<file path="src/com_consts.vh">
`ifndef COM_CONSTS_VH
`define COM_CONSTS_VH

// Timing.
`define COM_CLK_HZ 20000000
`define COM_CLK_KHZ (`COM_CLK_HZ / 1000)
`define COM_FIRST_WAKE_MS 500
`define COM_FIRST_WAKE_CYC (`COM_FIRST_WAKE_MS * `COM_CLK_KHZ)

// Register byte offsets.
`define COM_CTRL_OFS 4'h0
`define COM_STATUS_OFS 4'h4

// Control register fields.
`define COM_CTRL_LATCH_OFF 0
`define COM_CTRL_AUX_EN 1
`define COM_CTRL_CHG_DIS 2
`define COM_CTRL_RST 3'h0

// Status register fields.
`define COM_ST_MODE_LSB 0
`define COM_ST_BAT_FET 3
`define COM_ST_SYS_IN 4
`define COM_ST_CHARGING 5
`define COM_ST_OCP 6
`define COM_ST_BAT_OK 7
`define COM_ST_WDOG 8

// Pin input vector positions and their idle levels.
`define COM_PIN_W 12
`define COM_P_IN_UVLO 0
`define COM_P_IN_OVP 1
`define COM_P_IN_SLEEP 2
`define COM_P_IN_DPM 3
`define COM_P_BAT_UV 4
`define COM_P_BAT_UV_HYS 5
`define COM_P_BAT_MAX 6
`define COM_P_BAT_PRES 7
`define COM_P_BAT_OC 8
`define COM_P_PB_N 9
`define COM_P_LP_N 10
`define COM_P_CE_N 11
`define COM_PIN_RST 12'hE00

`endif

</file>
<file path="src/com_mode_ctrl.v">
`include "com_consts.vh"

////////////////////////////////////////////////////////////////////////////////
// Overview of operation
// - Latched-off holds until input or long press
// - Latch-off entry ignores charge enable input
// - Battery only, no input: latch off unless pressed
// - Latch-off request waits for input removal
// - Latch-off request waits for button release
// - Button wake from latch-off needs battery above highest threshold
// - Host clearing request cancels pending latch-off
// - Watchdog expiry keeps latch-off request set
// - Low-power entry needs select low, idle
// - Low power: rail from battery, bus off
// - Aux output keeps enable state in low power
// - Leave low power on select high or input
// - Overvoltage input with select low: active battery
// - Button low in low power gives active battery
// - Battery mode with good battery: discharge FET on
// - Over-current turns discharge FET off in battery mode
// - Battery undervoltage cutoff with fixed hysteresis
// - Input valid: charge mode, rail and charging
// - Rail from input only above margin, below overvoltage
// - Battery insertion probes button, then wake timer
// - Functions gated per operating mode
module com_mode_ctrl #(
   parameter WAKE_CYC = `COM_FIRST_WAKE_CYC,
   parameter WAKE_W = 24
) (
   // Clock, reset and clock enable.
   input wire clk,
   input wire rst_b,
   input wire clk_en,
   // Analog comparator results and pins, asynchronous.
   input wire in_above_uvlo,
   input wire in_above_ovp,
   input wire in_above_sleep,
   input wire in_above_dpm,
   input wire bat_above_uvlo,
   input wire bat_above_uvlo_hyst,
   input wire bat_above_max_uvlo,
   input wire bat_present,
   input wire bat_overcurrent,
   input wire pushbutton_n,
   input wire low_power_select_n,
   input wire charge_enable_n,
   // Same-clock status from neighbouring logic.
   input wire charge_done,
   input wire irq_pending,
   input wire wdog_expired,
   // Avalon-MM slave.
   input wire [3:0] address,
   input wire read,
   input wire write,
   input wire [31:0] writedata,
   output wire [31:0] readdata,
   output wire waitrequest,
   // Mode and power control outputs.
   output wire [2:0] mode,
   output wire vdd_enable,
   output wire vdd_from_battery,
   output wire osc_enable,
   output wire serial_enable,
   output wire irq_enable,
   output wire bat_fet_on,
   output wire system_rail_from_input,
   output wire charge_active,
   output wire aux_output_on
);

   localparam [2:0] ST_SHIP = 3'h0;
   localparam [2:0] ST_LP = 3'h1;
   localparam [2:0] ST_ACTBAT = 3'h2;
   localparam [2:0] ST_CHARGE = 3'h3;
   localparam [2:0] ST_PROBE = 3'h4;
   localparam [2:0] ST_WAKE = 3'h5;
   // The count is cut to the counter width on purpose; WAKE_W must hold WAKE_CYC.
   localparam [31:0] WAKE_CYC_32 = WAKE_CYC;
   localparam [WAKE_W-1:0] WAKE_LIM = WAKE_CYC_32[WAKE_W-1:0];

   function is_bus_mode;
      input [2:0] st;
      begin
         is_bus_mode = (st == ST_CHARGE) || (st == ST_ACTBAT);
      end
   endfunction

   function is_clocked_mode;
      input [2:0] st;
      begin
         is_clocked_mode = (st != ST_SHIP) && (st != ST_LP);
      end
   endfunction

   ////////////////////////////////////////////////////////////////////////////////
   // Pin synchronisers: a change counts once stages two and three agree.

   wire [`COM_PIN_W-1:0] pins_raw;
   reg [`COM_PIN_W-1:0] sync1_ff;
   reg [`COM_PIN_W-1:0] sync2_ff;
   reg [`COM_PIN_W-1:0] sync3_ff;
   reg [`COM_PIN_W-1:0] pin_ff;
   reg bat_pres_d_ff;

   assign pins_raw = {charge_enable_n, low_power_select_n, pushbutton_n, bat_overcurrent,
                      bat_present, bat_above_max_uvlo, bat_above_uvlo_hyst, bat_above_uvlo,
                      in_above_dpm, in_above_sleep, in_above_ovp, in_above_uvlo};

   always @(posedge clk or negedge rst_b) begin
      if (!rst_b) begin
         sync1_ff <= `COM_PIN_RST;
         sync2_ff <= `COM_PIN_RST;
         sync3_ff <= `COM_PIN_RST;
         pin_ff <= `COM_PIN_RST;
         bat_pres_d_ff <= 1'b0;
      end else if (clk_en) begin
         sync1_ff <= pins_raw;
         sync2_ff <= sync1_ff;
         sync3_ff <= sync2_ff;
         pin_ff <= (sync2_ff & sync3_ff) | (pin_ff & (sync2_ff ^ sync3_ff));
         bat_pres_d_ff <= pin_ff[`COM_P_BAT_PRES];
      end
   end

   wire in_uvlo_ok = pin_ff[`COM_P_IN_UVLO];
   wire in_ovp = pin_ff[`COM_P_IN_OVP];
   wire pb_n = pin_ff[`COM_P_PB_N];
   wire lp_n = pin_ff[`COM_P_LP_N];
   wire bat_insert = pin_ff[`COM_P_BAT_PRES] & ~bat_pres_d_ff;

   ////////////////////////////////////////////////////////////////////////////////
   // Avalon slave: one wait state, then the answer edge.

   reg waitreq_ff;
   reg [31:0] readdata_ff;
   reg [2:0] ctrl_ff;
   reg wdog_seen_ff;
   reg [2:0] state_ff;
   reg bat_fet_ff;
   reg sys_in_ff;
   reg chg_ff;
   reg ocp_ff;
   reg bat_ok_ff;
   reg vdd_en_ff;
   reg vdd_bat_ff;
   reg osc_ff;
   reg ser_ff;
   reg irq_en_ff;
   reg aux_ff;
   reg [WAKE_W-1:0] wake_cnt_ff;
   reg from_ship_ff;
   reg [2:0] nxt_state;
   reg [31:0] nxt_rdata;

   wire bus_req = read | write;
   wire bus_busy = bus_req | ~waitreq_ff;
   wire bus_wr = write & ~waitreq_ff & ser_ff;
   wire wr_ctrl = bus_wr && (address == `COM_CTRL_OFS);
   wire wr_status = bus_wr && (address == `COM_STATUS_OFS);

   always @* begin
      nxt_rdata = 32'h00000000;
      if (ser_ff && address == `COM_CTRL_OFS) begin
         nxt_rdata[2:0] = ctrl_ff;
      end else if (ser_ff && address == `COM_STATUS_OFS) begin
         nxt_rdata[`COM_ST_MODE_LSB+2:`COM_ST_MODE_LSB] = state_ff;
         nxt_rdata[`COM_ST_BAT_FET] = bat_fet_ff;
         nxt_rdata[`COM_ST_SYS_IN] = sys_in_ff;
         nxt_rdata[`COM_ST_CHARGING] = chg_ff;
         nxt_rdata[`COM_ST_OCP] = ocp_ff;
         nxt_rdata[`COM_ST_BAT_OK] = bat_ok_ff;
         nxt_rdata[`COM_ST_WDOG] = wdog_seen_ff;
      end
   end

   always @(posedge clk or negedge rst_b) begin
      if (!rst_b) begin
         waitreq_ff <= 1'b1;
         readdata_ff <= 32'h00000000;
      end else if (clk_en) begin
         if (bus_req && waitreq_ff) begin
            waitreq_ff <= 1'b0;
            readdata_ff <= read ? nxt_rdata : 32'h00000000;
         end else begin
            waitreq_ff <= 1'b1;
         end
      end
   end

   // Writes are dropped while the serial interface is gated off; the bus still
   // answers so that a master is never hung.
   always @(posedge clk or negedge rst_b) begin
      if (!rst_b) begin
         ctrl_ff <= `COM_CTRL_RST;
         wdog_seen_ff <= 1'b0;
      end else if (clk_en) begin
         if (wr_ctrl) begin
            ctrl_ff <= writedata[2:0];
         end else if (state_ff != ST_SHIP && nxt_state == ST_SHIP) begin
            ctrl_ff[`COM_CTRL_LATCH_OFF] <= 1'b0;
         end else if (wdog_expired) begin
            // Watchdog restores the charge setting only.
            ctrl_ff[`COM_CTRL_CHG_DIS] <= 1'b0;
         end
         if (wdog_expired) begin
            wdog_seen_ff <= 1'b1;
         end else if (wr_status && writedata[`COM_ST_WDOG]) begin
            wdog_seen_ff <= 1'b0;
         end
      end
   end

   ////////////////////////////////////////////////////////////////////////////////
   // Mode state machine.

   wire latch_req = ctrl_ff[`COM_CTRL_LATCH_OFF];
   wire wake_done = (wake_cnt_ff >= WAKE_LIM);
   // Low power is left at once on select high or a press, but a bus
   // access or interrupt begun in an awake mode must finish first.
   wire lp_ok = ~lp_n & pb_n & ((state_ff == ST_LP) | (~bus_busy & ~irq_pending));

   always @* begin
      nxt_state = state_ff;
      if (in_uvlo_ok && state_ff != ST_SHIP || in_uvlo_ok && !in_ovp) begin
         // Input insertion wins over every battery-only transition.
         if (in_ovp && !lp_n) begin
            nxt_state = ST_ACTBAT;
         end else begin
            nxt_state = ST_CHARGE;
         end
      end else if (in_uvlo_ok) begin
         nxt_state = ST_ACTBAT;
      end else if (bat_insert) begin
         nxt_state = ST_PROBE;
      end else begin
         case (state_ff)
            ST_PROBE: begin
               nxt_state = pb_n ? ST_SHIP : ST_WAKE;
            end
            ST_SHIP: begin
               if (!pb_n && pin_ff[`COM_P_BAT_MAX]) begin
                  nxt_state = ST_WAKE;
               end
            end
            ST_WAKE: begin
               if (from_ship_ff && pb_n) begin
                  nxt_state = wake_done ? ST_ACTBAT : ST_SHIP;
               end else if (!from_ship_ff && wake_done) begin
                  nxt_state = ST_ACTBAT;
               end else if (!from_ship_ff && pb_n) begin
                  nxt_state = ST_SHIP;
               end
            end
            ST_CHARGE, ST_ACTBAT, ST_LP: begin
               // Charge enable plays no part in this decision.
               if (latch_req && pb_n) begin
                  nxt_state = ST_SHIP;
               end else if (lp_ok) begin
                  nxt_state = ST_LP;
               end else begin
                  nxt_state = ST_ACTBAT;
               end
            end
            default: begin
               nxt_state = ST_SHIP;
            end
         endcase
      end
   end

   // Power-on counts as battery insertion, so the button is probed first.
   always @(posedge clk or negedge rst_b) begin
      if (!rst_b) begin
         state_ff <= ST_PROBE;
         wake_cnt_ff <= {WAKE_W{1'b0}};
         from_ship_ff <= 1'b0;
      end else if (clk_en) begin
         state_ff <= nxt_state;
         if (nxt_state != ST_WAKE) begin
            wake_cnt_ff <= {WAKE_W{1'b0}};
         end else if (!wake_done) begin
            wake_cnt_ff <= wake_cnt_ff + {{(WAKE_W-1){1'b0}}, 1'b1};
         end
         if (state_ff != ST_WAKE) begin
            from_ship_ff <= (state_ff == ST_SHIP);
         end
      end
   end

   ////////////////////////////////////////////////////////////////////////////////
   // Battery protection and power-path outputs.

   always @(posedge clk or negedge rst_b) begin
      if (!rst_b) begin
         bat_ok_ff <= 1'b0;
         ocp_ff <= 1'b0;
      end else if (clk_en) begin
         // The upper comparator sits 150 mV above the cutoff.
         if (!pin_ff[`COM_P_BAT_UV]) begin
            bat_ok_ff <= 1'b0;
         end else if (pin_ff[`COM_P_BAT_UV_HYS]) begin
            bat_ok_ff <= 1'b1;
         end
         // Latched until charge mode is entered; a new trip wins.
         if (pin_ff[`COM_P_BAT_OC] && bat_fet_ff) begin
            ocp_ff <= 1'b1;
         end else if (state_ff == ST_CHARGE) begin
            ocp_ff <= 1'b0;
         end
      end
   end

   wire batt_mode = (state_ff == ST_ACTBAT) || (state_ff == ST_LP);
   wire awake = is_clocked_mode(state_ff);

   always @(posedge clk or negedge rst_b) begin
      if (!rst_b) begin
         bat_fet_ff <= 1'b0;
         sys_in_ff <= 1'b0;
         chg_ff <= 1'b0;
         vdd_en_ff <= 1'b0;
         vdd_bat_ff <= 1'b0;
         osc_ff <= 1'b1;
         ser_ff <= 1'b0;
         irq_en_ff <= 1'b0;
         aux_ff <= 1'b0;
      end else if (clk_en) begin
         bat_fet_ff <= ((batt_mode && bat_ok_ff) || state_ff == ST_CHARGE) && !ocp_ff;
         sys_in_ff <= (state_ff == ST_CHARGE) && pin_ff[`COM_P_IN_SLEEP] && !in_ovp;
         chg_ff <= (state_ff == ST_CHARGE) && pin_ff[`COM_P_IN_SLEEP] && !in_ovp &&
                   pin_ff[`COM_P_IN_DPM] && !pin_ff[`COM_P_CE_N] &&
                   !ctrl_ff[`COM_CTRL_CHG_DIS] && !charge_done;
         vdd_en_ff <= (state_ff != ST_SHIP);
         vdd_bat_ff <= (state_ff != ST_SHIP) && !in_uvlo_ok;
         osc_ff <= awake;
         ser_ff <= is_bus_mode(state_ff);
         irq_en_ff <= is_bus_mode(state_ff);
         aux_ff <= ctrl_ff[`COM_CTRL_AUX_EN] && (batt_mode || state_ff == ST_CHARGE);
      end
   end

   assign readdata = readdata_ff;
   assign waitrequest = waitreq_ff;
   assign mode = state_ff;
   assign vdd_enable = vdd_en_ff;
   assign vdd_from_battery = vdd_bat_ff;
   assign osc_enable = osc_ff;
   assign serial_enable = ser_ff;
   assign irq_enable = irq_en_ff;
   assign bat_fet_on = bat_fet_ff;
   assign system_rail_from_input = sys_in_ff;
   assign charge_active = chg_ff;
   assign aux_output_on = aux_ff;

endmodule // com_mode_ctrl

</file>
<file path="config.mk">
export PLATFORM = sky130hd
export DESIGN_NAME = com_mode_ctrl
export DESIGN_NICKNAME = d
export VERILOG_FILES = /design/src/com_mode_ctrl.v
export VERILOG_INCLUDE_DIRS = /design/src
export SDC_FILE = /design/constraint.sdc
export NUM_CORES = 1
export LEC_CHECK = 0
export ABC_AREA = 1
export BUFFER_PORTS_ARGS = -buffer_cell sky130_fd_sc_hd__buf_2
export CORE_MARGIN = 8
export CORE_UTILIZATION = 50
export CTS_CLUSTER_SIZE = 16
export DETAILED_ROUTE_END_ITERATION = 16
export PLACE_DENSITY = 0.74
export SYNTH_ARGS = -nofsm -noshare
export SYNTH_HDL_FRONTEND = slang
export SYNTH_SLANG_ARGS = --single-unit
</file>
<file path="constraint.sdc">
create_clock -name clk -period 1.65 [get_ports clk]
set_input_delay 0.2475 -clock clk [delete_from_list [all_inputs] [get_ports clk]]
set_output_delay 0.2475 -clock clk [all_outputs]
set_load 0.02 [all_outputs]
</file>
==> impl_metrics.json, run 1 <==
{
  "run_status": "finished with violations",
  "violations": "setup timing",
  "drcViolationCount": 0,
  "yosysTopAreaCellShare_pct": 40.0,
  "ios": 101,
  "most-common-layout-cells": "173 x sky130_fd_sc_hd__nand2_1, 86 x sky130_fd_sc_hd__dfrtp_1, 66 x sky130_fd_sc_hd__inv_1",
  "synthArstFlopShare_pct": 100,
  "finalInstanceArea_sq_um": 6600,
  "r2r_cells": 14,
  "cts-root-to-sink-buffers": 2,
  "io_buffers": 49,
  "crit-reg2reg-launch": "wake_cnt_ff[16]",
  "arrival_ns": 2.17,
  "critPathMaxStageDelay_ns": 0.43,
  "crit_family": "simple AND/OR/NAND/NOR gates",
  "floorplan.initialDensity_pct": 50.5,
  "placed_cells": 882,
  "critPathCaptureType": "flop",
  "cp_cell_sequence": "nor2_4, nand3_2, nor2_4, nand2_2, nand3_2, nand2_2, nand2_2, nand2_2, nand3_4, nand2_4, nand2_8, clkbuf_16, nand2_2, o21ai_2",
  "floorplan.core_area_sq_um": 10700,
  "finalCritPeriodShare_pct": 112,
  "setup.worst_path.start": "wake_cnt_ff[16]",
  "ctsHtreeMaxLevel": 3,
  "grt_pass1_vias": 4434,
  "number_of_antenna_violations_at_the_first_check_in_global_routing": 0,
  "min-delay-path-class": "input port to flop",
  "holdPathStages": 3,
  "number_of_enable_type_register_cells_in_the_synthesized_netlist": 0,
  "clock-skew-final_ns": 0.0106,
  "cp_num_cells": 14,
  "yosys_warnings": 0,
  "power.internal_mw": 4.63,
  "setup_total_negative_slack_ns": -4.51,
  "worstPathMaxFanout": 9,
  "worstSetupPathType": "flop to flop",
  "place.gp.congestion": 0.892,
  "layout-drive-gt1-share_pct": 28.1,
  "synth.top_cells.by_area": "sky130_fd_sc_hd__dfrtp_1 40%, sky130_fd_sc_hd__nand2_1 13%, sky130_fd_sc_hd__dfstp_2 7.3%",
  "worstMarginPinSlew_ns": 0.552,
  "die_w_microns": 120,
  "combinationalPowerShare_pct": 28.2,
  "netlist_area_sq_um": 5380,
  "cts_tree": "built",
  "vias_post_dr": 4509,
  "syn_area_per_cell_sq_um": 8.26,
  "timing.rr.end": "wake_cnt_ff[13]",
  "path_common_cell": "sky130_fd_sc_hd__nand2_2",
  "max_freq_ghz": 0.540,
  "placement_rows": 38,
  "n_antenna_cell": 0,
  "dp_hpwl_mm": 8.88,
  "synth_flop_cell": "sky130_fd_sc_hd__dfrtp_1",
  "routed_wl_mm": 12.5,
  "power.share.clock_pct": 28.1,
  "grt.overflow.total": 0,
  "antenna_left": 0,
  "clock_sink_count": 101,
  "synth_sequential_area_ratio_pct": 47.3,
  "drt-pass1-iter-count": 4,
  "timing_max_transition_violations_final": 0,
  "grt_max_degree": 102,
  "dr.first_iter.drc_count": 204,
  "yosys.area.top_type": "sky130_fd_sc_hd__dfrtp_1",
  "worst_slack_ns": -0.203,
  "place_area_sq_um": 6110,
  "layout.cells.most_common": "sky130_fd_sc_hd__nand2_1",
  "die_h_microns": 120,
  "cp-endpoint": "wake_cnt_ff[13]",
  "layoutNonFillerInstCount": 906,
  "final.min_clock_period_ns": 1.85,
  "detail_route.vias_per_cell": 4.98,
  "cts-buffers-inserted": 9,
  "wire_length_of_the_first_global_routing_pass_mm": 20.5,
  "count_of_state_elements_after_synthesis": 101,
  "setup_viol": 28,
  "skew_pair_late_insertion_delay_ns": 0.39,
  "final_net_count": 831,
  "grt.total_usage_pct": 17.4,
  "synthDistinctLibCells": 41,
  "cts_root_buf": "sky130_fd_sc_hd__clkbuf_8",
  "timing.final.hold_violations": 0,
  "worst_setup_hold_path_clk_slew_ns": 0.11,
  "power_density_nw_per_um2": 1070,
  "wl_per_cell_microns": 13.8,
  "cellLeakagePower_nw": 3.26,
  "cpMaxStageDelayCell": "sky130_fd_sc_hd__dfrtp_1",
  "critPathBufInv": 1,
  "syn_inst": 652,
  "remaining_max_slew_budget_at_the_tightest_pin_pct": 63.2,
  "fp.dieArea_sq_um": 14300,
  "crit_required_ns": 1.97,
  "worst_setup_path_start_kind": "flop",
  "swShare_pct": 34.3,
  "power.total_mw": 7.05,
  "area_growth_pct": 22.6,
  "number_of_max_cap_violations": 0,
  "ir_worst_vdd_uv": 665,
  "switching_power_mw": 2.42,
  "grt_setup_unrepaired": "yes",
  "pwr-share-seq_pct": 43.6,
  "r2r_slack_ns": -0.20
}
==> registers in the layout, indices dropped and copies added (netlist names) <==
name                    flops
aux_output_on               1
bat_fet_on                  1
bat_ok_ff                   1
bat_pres_d_ff               1
charge_active               1
ctrl_ff                     3
from_ship_ff                1
irq_enable                  1
mode                        3
ocp_ff                      1
osc_enable                  1
pin_ff                     12
readdata                    9
sync1_ff                   12
sync2_ff                   12
sync3_ff                   12
system_rail_from_input      1
vdd_enable                  1
vdd_from_battery            1
waitrequest                 1
wake_cnt_ff                24
wdog_seen_ff                1
==> Yosys cell counts (2+ instances only) <==
cell type / n
sky130_fd_sc_hd__buf_1: 2
sky130_fd_sc_hd__inv_1: 66
sky130_fd_sc_hd__a22o_1: 3
sky130_fd_sc_hd__o22ai_1: 3
sky130_fd_sc_hd__dfstp_2: 15
sky130_fd_sc_hd__o21ai_0: 53
sky130_fd_sc_hd__nor2_1: 51
sky130_fd_sc_hd__inv_2: 3
sky130_fd_sc_hd__o211ai_1: 2
sky130_fd_sc_hd__o21ai_1: 4
sky130_fd_sc_hd__clkbuf_1: 12
sky130_fd_sc_hd__o21ai_2: 18
sky130_fd_sc_hd__nand3_1: 24
sky130_fd_sc_hd__nand2_2: 3
sky130_fd_sc_hd__a21oi_1: 3
sky130_fd_sc_hd__o31ai_1: 4
sky130_fd_sc_hd__ha_1: 14
sky130_fd_sc_hd__nor3_1: 15
sky130_fd_sc_hd__nand4_1: 11
sky130_fd_sc_hd__nor4_1: 6
sky130_fd_sc_hd__xor2_1: 20
sky130_fd_sc_hd__nand2_1: 188
sky130_fd_sc_hd__nand3_2: 2
sky130_fd_sc_hd__buf_4: 25
sky130_fd_sc_hd__buf_6: 4
sky130_fd_sc_hd__dfrtp_1: 86
==> what timing repair did <==
action / 4_1_cts / 5_1_grt
setup buffers: 3 / 2
endpoints found under the hold margin: 86 / 0
gates cloned: 0 / 2
pin swaps: 3 / 7
endpoints found under the setup margin: 29 / 31
resized for setup: 10 / 32
hold buffers: 1 / 0
==> metrics by stage <==
stage | hold slack (ns) | utilization [%] | setup WS (ns)
6_report | 0.0481 | 62.0 | -0.203
5_1_grt | 0.0242 | 62.0 | -0.318
4_1_cts | 0.0251 | 60.4 | -0.193
3_5_place_dp | 0.345 | 57.3 | -0.217
3_3_place_gp | 0.343 | 57.3 | -0.135
2_1_floorplan | -0.0481 | - | 0.00189
==> worst reg2reg max path, delay by kind of cell (launching register included) <==
family	cells	cell delay [ns]
AND/OR/NAND/NOR	12	1.12
flip-flops	1	0.43
buffers and inverters	1	0.19
AO/OA/AOI/OAI	1	0.05
==> cell type report <==
cell class / instances / area (sq um)
Fill cell: 926 / 4050
Tap cell: 140 / 175
Clock inverter: 7 / 143
Sequential cell: 101 / 2550
Clock buffer: 9 / 124
Multi-Input combinational cell: 458 / 2460
Inverter: 70 / 263
Timing Repair Buffer: 121 / 891
==> per-layer routing <==
layer | part of all wire [%] | global-route usage (%) | up-vias
li1 | - | - | 2259
met1 | 45 | 22.4 | 2138
met2 | 49 | 28.3 | 90
met3 | 4.2 | 3.01 | 22
met4 | 2.2 | 7.81 | 0
met5 | 0 | 0 | -
==> how the worst min path moves through the flow <==
stage,slack (ns),from,end
6_report,0.05,low_power_select_n,sync1_ff[10]
5_1_grt,0.02,charge_done,charge_active
4_1_cts,0.03,charge_done,charge_active
3_5_place_dp,0.34,rst_b,wake_cnt_ff[1]
3_3_place_gp,0.34,rst_b,wake_cnt_ff[2]
2_1_floorplan,-0.05,rst_b,aux_output_on
==> power groups by stage <==
stage | sequential, mW | clock, mW | combinational (mW)
finish | 3.08 | 1.98 | 1.99
global route | 3.12 | 2.13 | 2.20
CTS | 3.08 | 2.03 | 1.85
detailed placement | 3.12 | 0 | 1.79
global placement | 3.10 | 0 | 1.73
floorplan | 3.20 | 0 | 1.07
==> kinds of logic after synthesis <==
family / Yosys count / synth area share [%]
and+or+nand+nor: 307 / 24.5
buffers and inverters: 115 / 10.8
DFF: 101 / 47.3
AOI/OAI and AO/OA: 94 / 10.8
xor gates and xnor gates: 20 / 3.25
adders and majority gates: 14 / 3.25
other: 1 / 0.0697
No activity file was read; power rests on OpenSTA's default activity.
==> run 2: changes to the inputs <==
CORE_ASPECT_RATIO = 0.8   (was default)
PLACE_DENSITY = 0.84   (was 0.74)
==> impl_metrics.json, run 2 (same netlist as run 1, synthesis figures left out) <==
{
  "run_status": "finished with violations",
  "violations": "setup timing",
  "final_net_count": 840,
  "cts_root_buf": "sky130_fd_sc_hd__clkbuf_16",
  "worst_setup_path_start_kind": "flop",
  "detail_route.vias_per_cell": 5.23,
  "die_w_microns": 132,
  "placement.setup.worst_slack_ns": -0.239,
  "io_buffers": 49,
  "wire_length_of_the_first_global_routing_pass_mm": 22.3,
  "cts-buffers-inserted": 9,
  "most-common-layout-cells": "173 x sky130_fd_sc_hd__nand2_1, 86 x sky130_fd_sc_hd__dfrtp_1, 69 x sky130_fd_sc_hd__buf_4",
  "finalInstanceArea_sq_um": 6730,
  "worstSetupPathType": "flop to flop",
  "number_of_antenna_violations_at_the_first_check_in_global_routing": 0,
  "number_of_flip_flops_in_the_largest_register": 24,
  "layoutNonFillerInstCount": 919,
  "worst_setup_hold_path_clk_slew_ns": 0.08,
  "ctsHtreeMaxLevel": 3,
  "place.gp.congestion": 0.887,
  "layout.cells.most_common": "sky130_fd_sc_hd__nand2_1",
  "n_antenna_cell": 0,
  "setup_viol": 29,
  "placement_rows": 34,
  "dr.first_iter.drc_count": 468,
  "routed.top_layer": "met4",
  "holdWs_ns": 0.0790,
  "dp_hpwl_mm": 9.15,
  "finalCritPeriodShare_pct": 124,
  "skew_pair_late_insertion_delay_ns": 0.35,
  "place_area_sq_um": 6150,
  "layout.filler_cells": 841,
  "cts_tree": "built",
  "power_density_nw_per_um2": 1130,
  "crit_required_ns": 1.93,
  "worst_slack_ns": -0.397,
  "number_of_max_cap_violations": 0,
  "critPathCaptureType": "flop",
  "routed_met3_length_microns": 903,
  "clock_sink_count": 101,
  "antenna_left": 0,
  "final.min_clock_period_ns": 2.05,
  "area_growth_pct": 25.0,
  "vias_post_dr": 4803,
  "min-delay-path-class": "input port to flop",
  "max_freq_ghz": 0.488,
  "cellLeakagePower_nw": 3.33,
  "met2_wirelength_mm": 6.89,
  "grt_pass1_vias": 4696,
  "layout-drive-gt1-share_pct": 28.8,
  "placed_cells": 891,
  "floorplan.initialDensity_pct": 50.4,
  "ir_worst_vdd_uv": 728,
  "ios": 101,
  "grt.total_usage_pct": 18.9,
  "drcViolationCount": 0,
  "met1Wirelength_mm": 6.08,
  "routed_wl_mm": 14.2,
  "power.total_mw": 7.58,
  "clock-skew-final_ns": 0.00876,
  "grt.overflow.total": 0,
  "grt_max_degree": 46,
  "wl_per_cell_microns": 15.4,
  "fp.dieArea_sq_um": 14400,
  "die_h_microns": 109,
  "cts-root-to-sink-buffers": 2,
  "timing_max_transition_violations_final": 0,
  "arrival_ns": 2.33,
  "drt-pass1-iter-count": 6,
  "worstPathMaxFanout": 5,
  "top_register": "wake_cnt_ff",
  "grt_setup_unrepaired": "yes",
  "floorplan.core_area_sq_um": 10700,
  "timing.final.hold_violations": 0
}
==> run 2: cell type report <==
type                       count  area, sq um  area share, %
sequential                   101         2550           37.8
timing repair buffer         129          941           14.0
multi-input combinational    459         2470           36.8
clock buffer                  10          239           3.55
inverter                      70          263           3.90
clock inverter                 6         86.3           1.28
tap                          144          180           2.68
==> run 2: per-stage QoR <==
stage	setup TNS [ns]	utilization (%)
floorplan	0	-
global placement	-2.89	57.6
detailed placement	-4.95	57.6
CTS	-4.15	61.3
global route	-9.35	63.0
finish	-7.29	63.0
==> run 2: path summary, 6_finish.rpt <==
check                           startpoint               to  slack (ns)  cells after the start
setup / recovery           wake_cnt_ff[16]  wake_cnt_ff[12]       -0.40                     13
hold / removal                 charge_done    charge_active        0.08                      2
setup reg to reg           wake_cnt_ff[16]  wake_cnt_ff[12]       -0.40                     13
hold reg to reg               sync1_ff[11]     sync1_ff[11]        0.47                      2
max in group asynchronous            rst_b      sync2_ff[9]        0.64                      3
min in group asynchronous            rst_b      sync1_ff[5]        0.40                      2
==> run 2: what timing repair did <==
| item | 4_1_cts | 5_1_grt |
|---|---|---|
| gates resized for setup | 14 | 30 |
| hold endpoints to repair | 24 | 0 |
| gates cloned | 0 | 3 |
| setup endpoints to repair | 28 | 29 |
| pin swaps | 4 | 3 |
| hold buffers | 1 | 0 |
| buffers inserted | 3 | 5 |
==> run 2: worst max-delay path, cell delays in order, from the launching register on <==
cell and delay (ns):
sky130_fd_sc_hd__dfrtp_1 0.39, sky130_fd_sc_hd__nor2_2 0.17, sky130_fd_sc_hd__nand2_1 0.10, sky130_fd_sc_hd__a21oi_2 0.22
sky130_fd_sc_hd__nand3_2 0.10, sky130_fd_sc_hd__nand2_2 0.08, sky130_fd_sc_hd__nand2_2 0.06, sky130_fd_sc_hd__nand2_2 0.08
sky130_fd_sc_hd__nand3_4 0.12, sky130_fd_sc_hd__buf_4 0.16, sky130_fd_sc_hd__buf_4 0.14, sky130_fd_sc_hd__nor2_1 0.17
sky130_fd_sc_hd__nand2_1 0.10, sky130_fd_sc_hd__o21ai_1 0.09
==> run 2: routing by layer <==
| metal | up-vias | global-route usage (%) |
|---|---|---|
| li1 | 2278 | - |
| met3 | 31 | 4.42 |
| met1 | 2309 | 23.6 |
| met5 | - | 0 |
| met2 | 185 | 32.4 |
| met4 | 0 | 5.23 |
==> run 2: power breakdown <==
group          switching (mW)  total, mW  leakage, nW  internal [mW]
Clock                    1.02       2.28        0.160           1.26
Sequential              0.240       3.07         1.29           2.83
Combinational            1.40       2.22         1.88          0.820
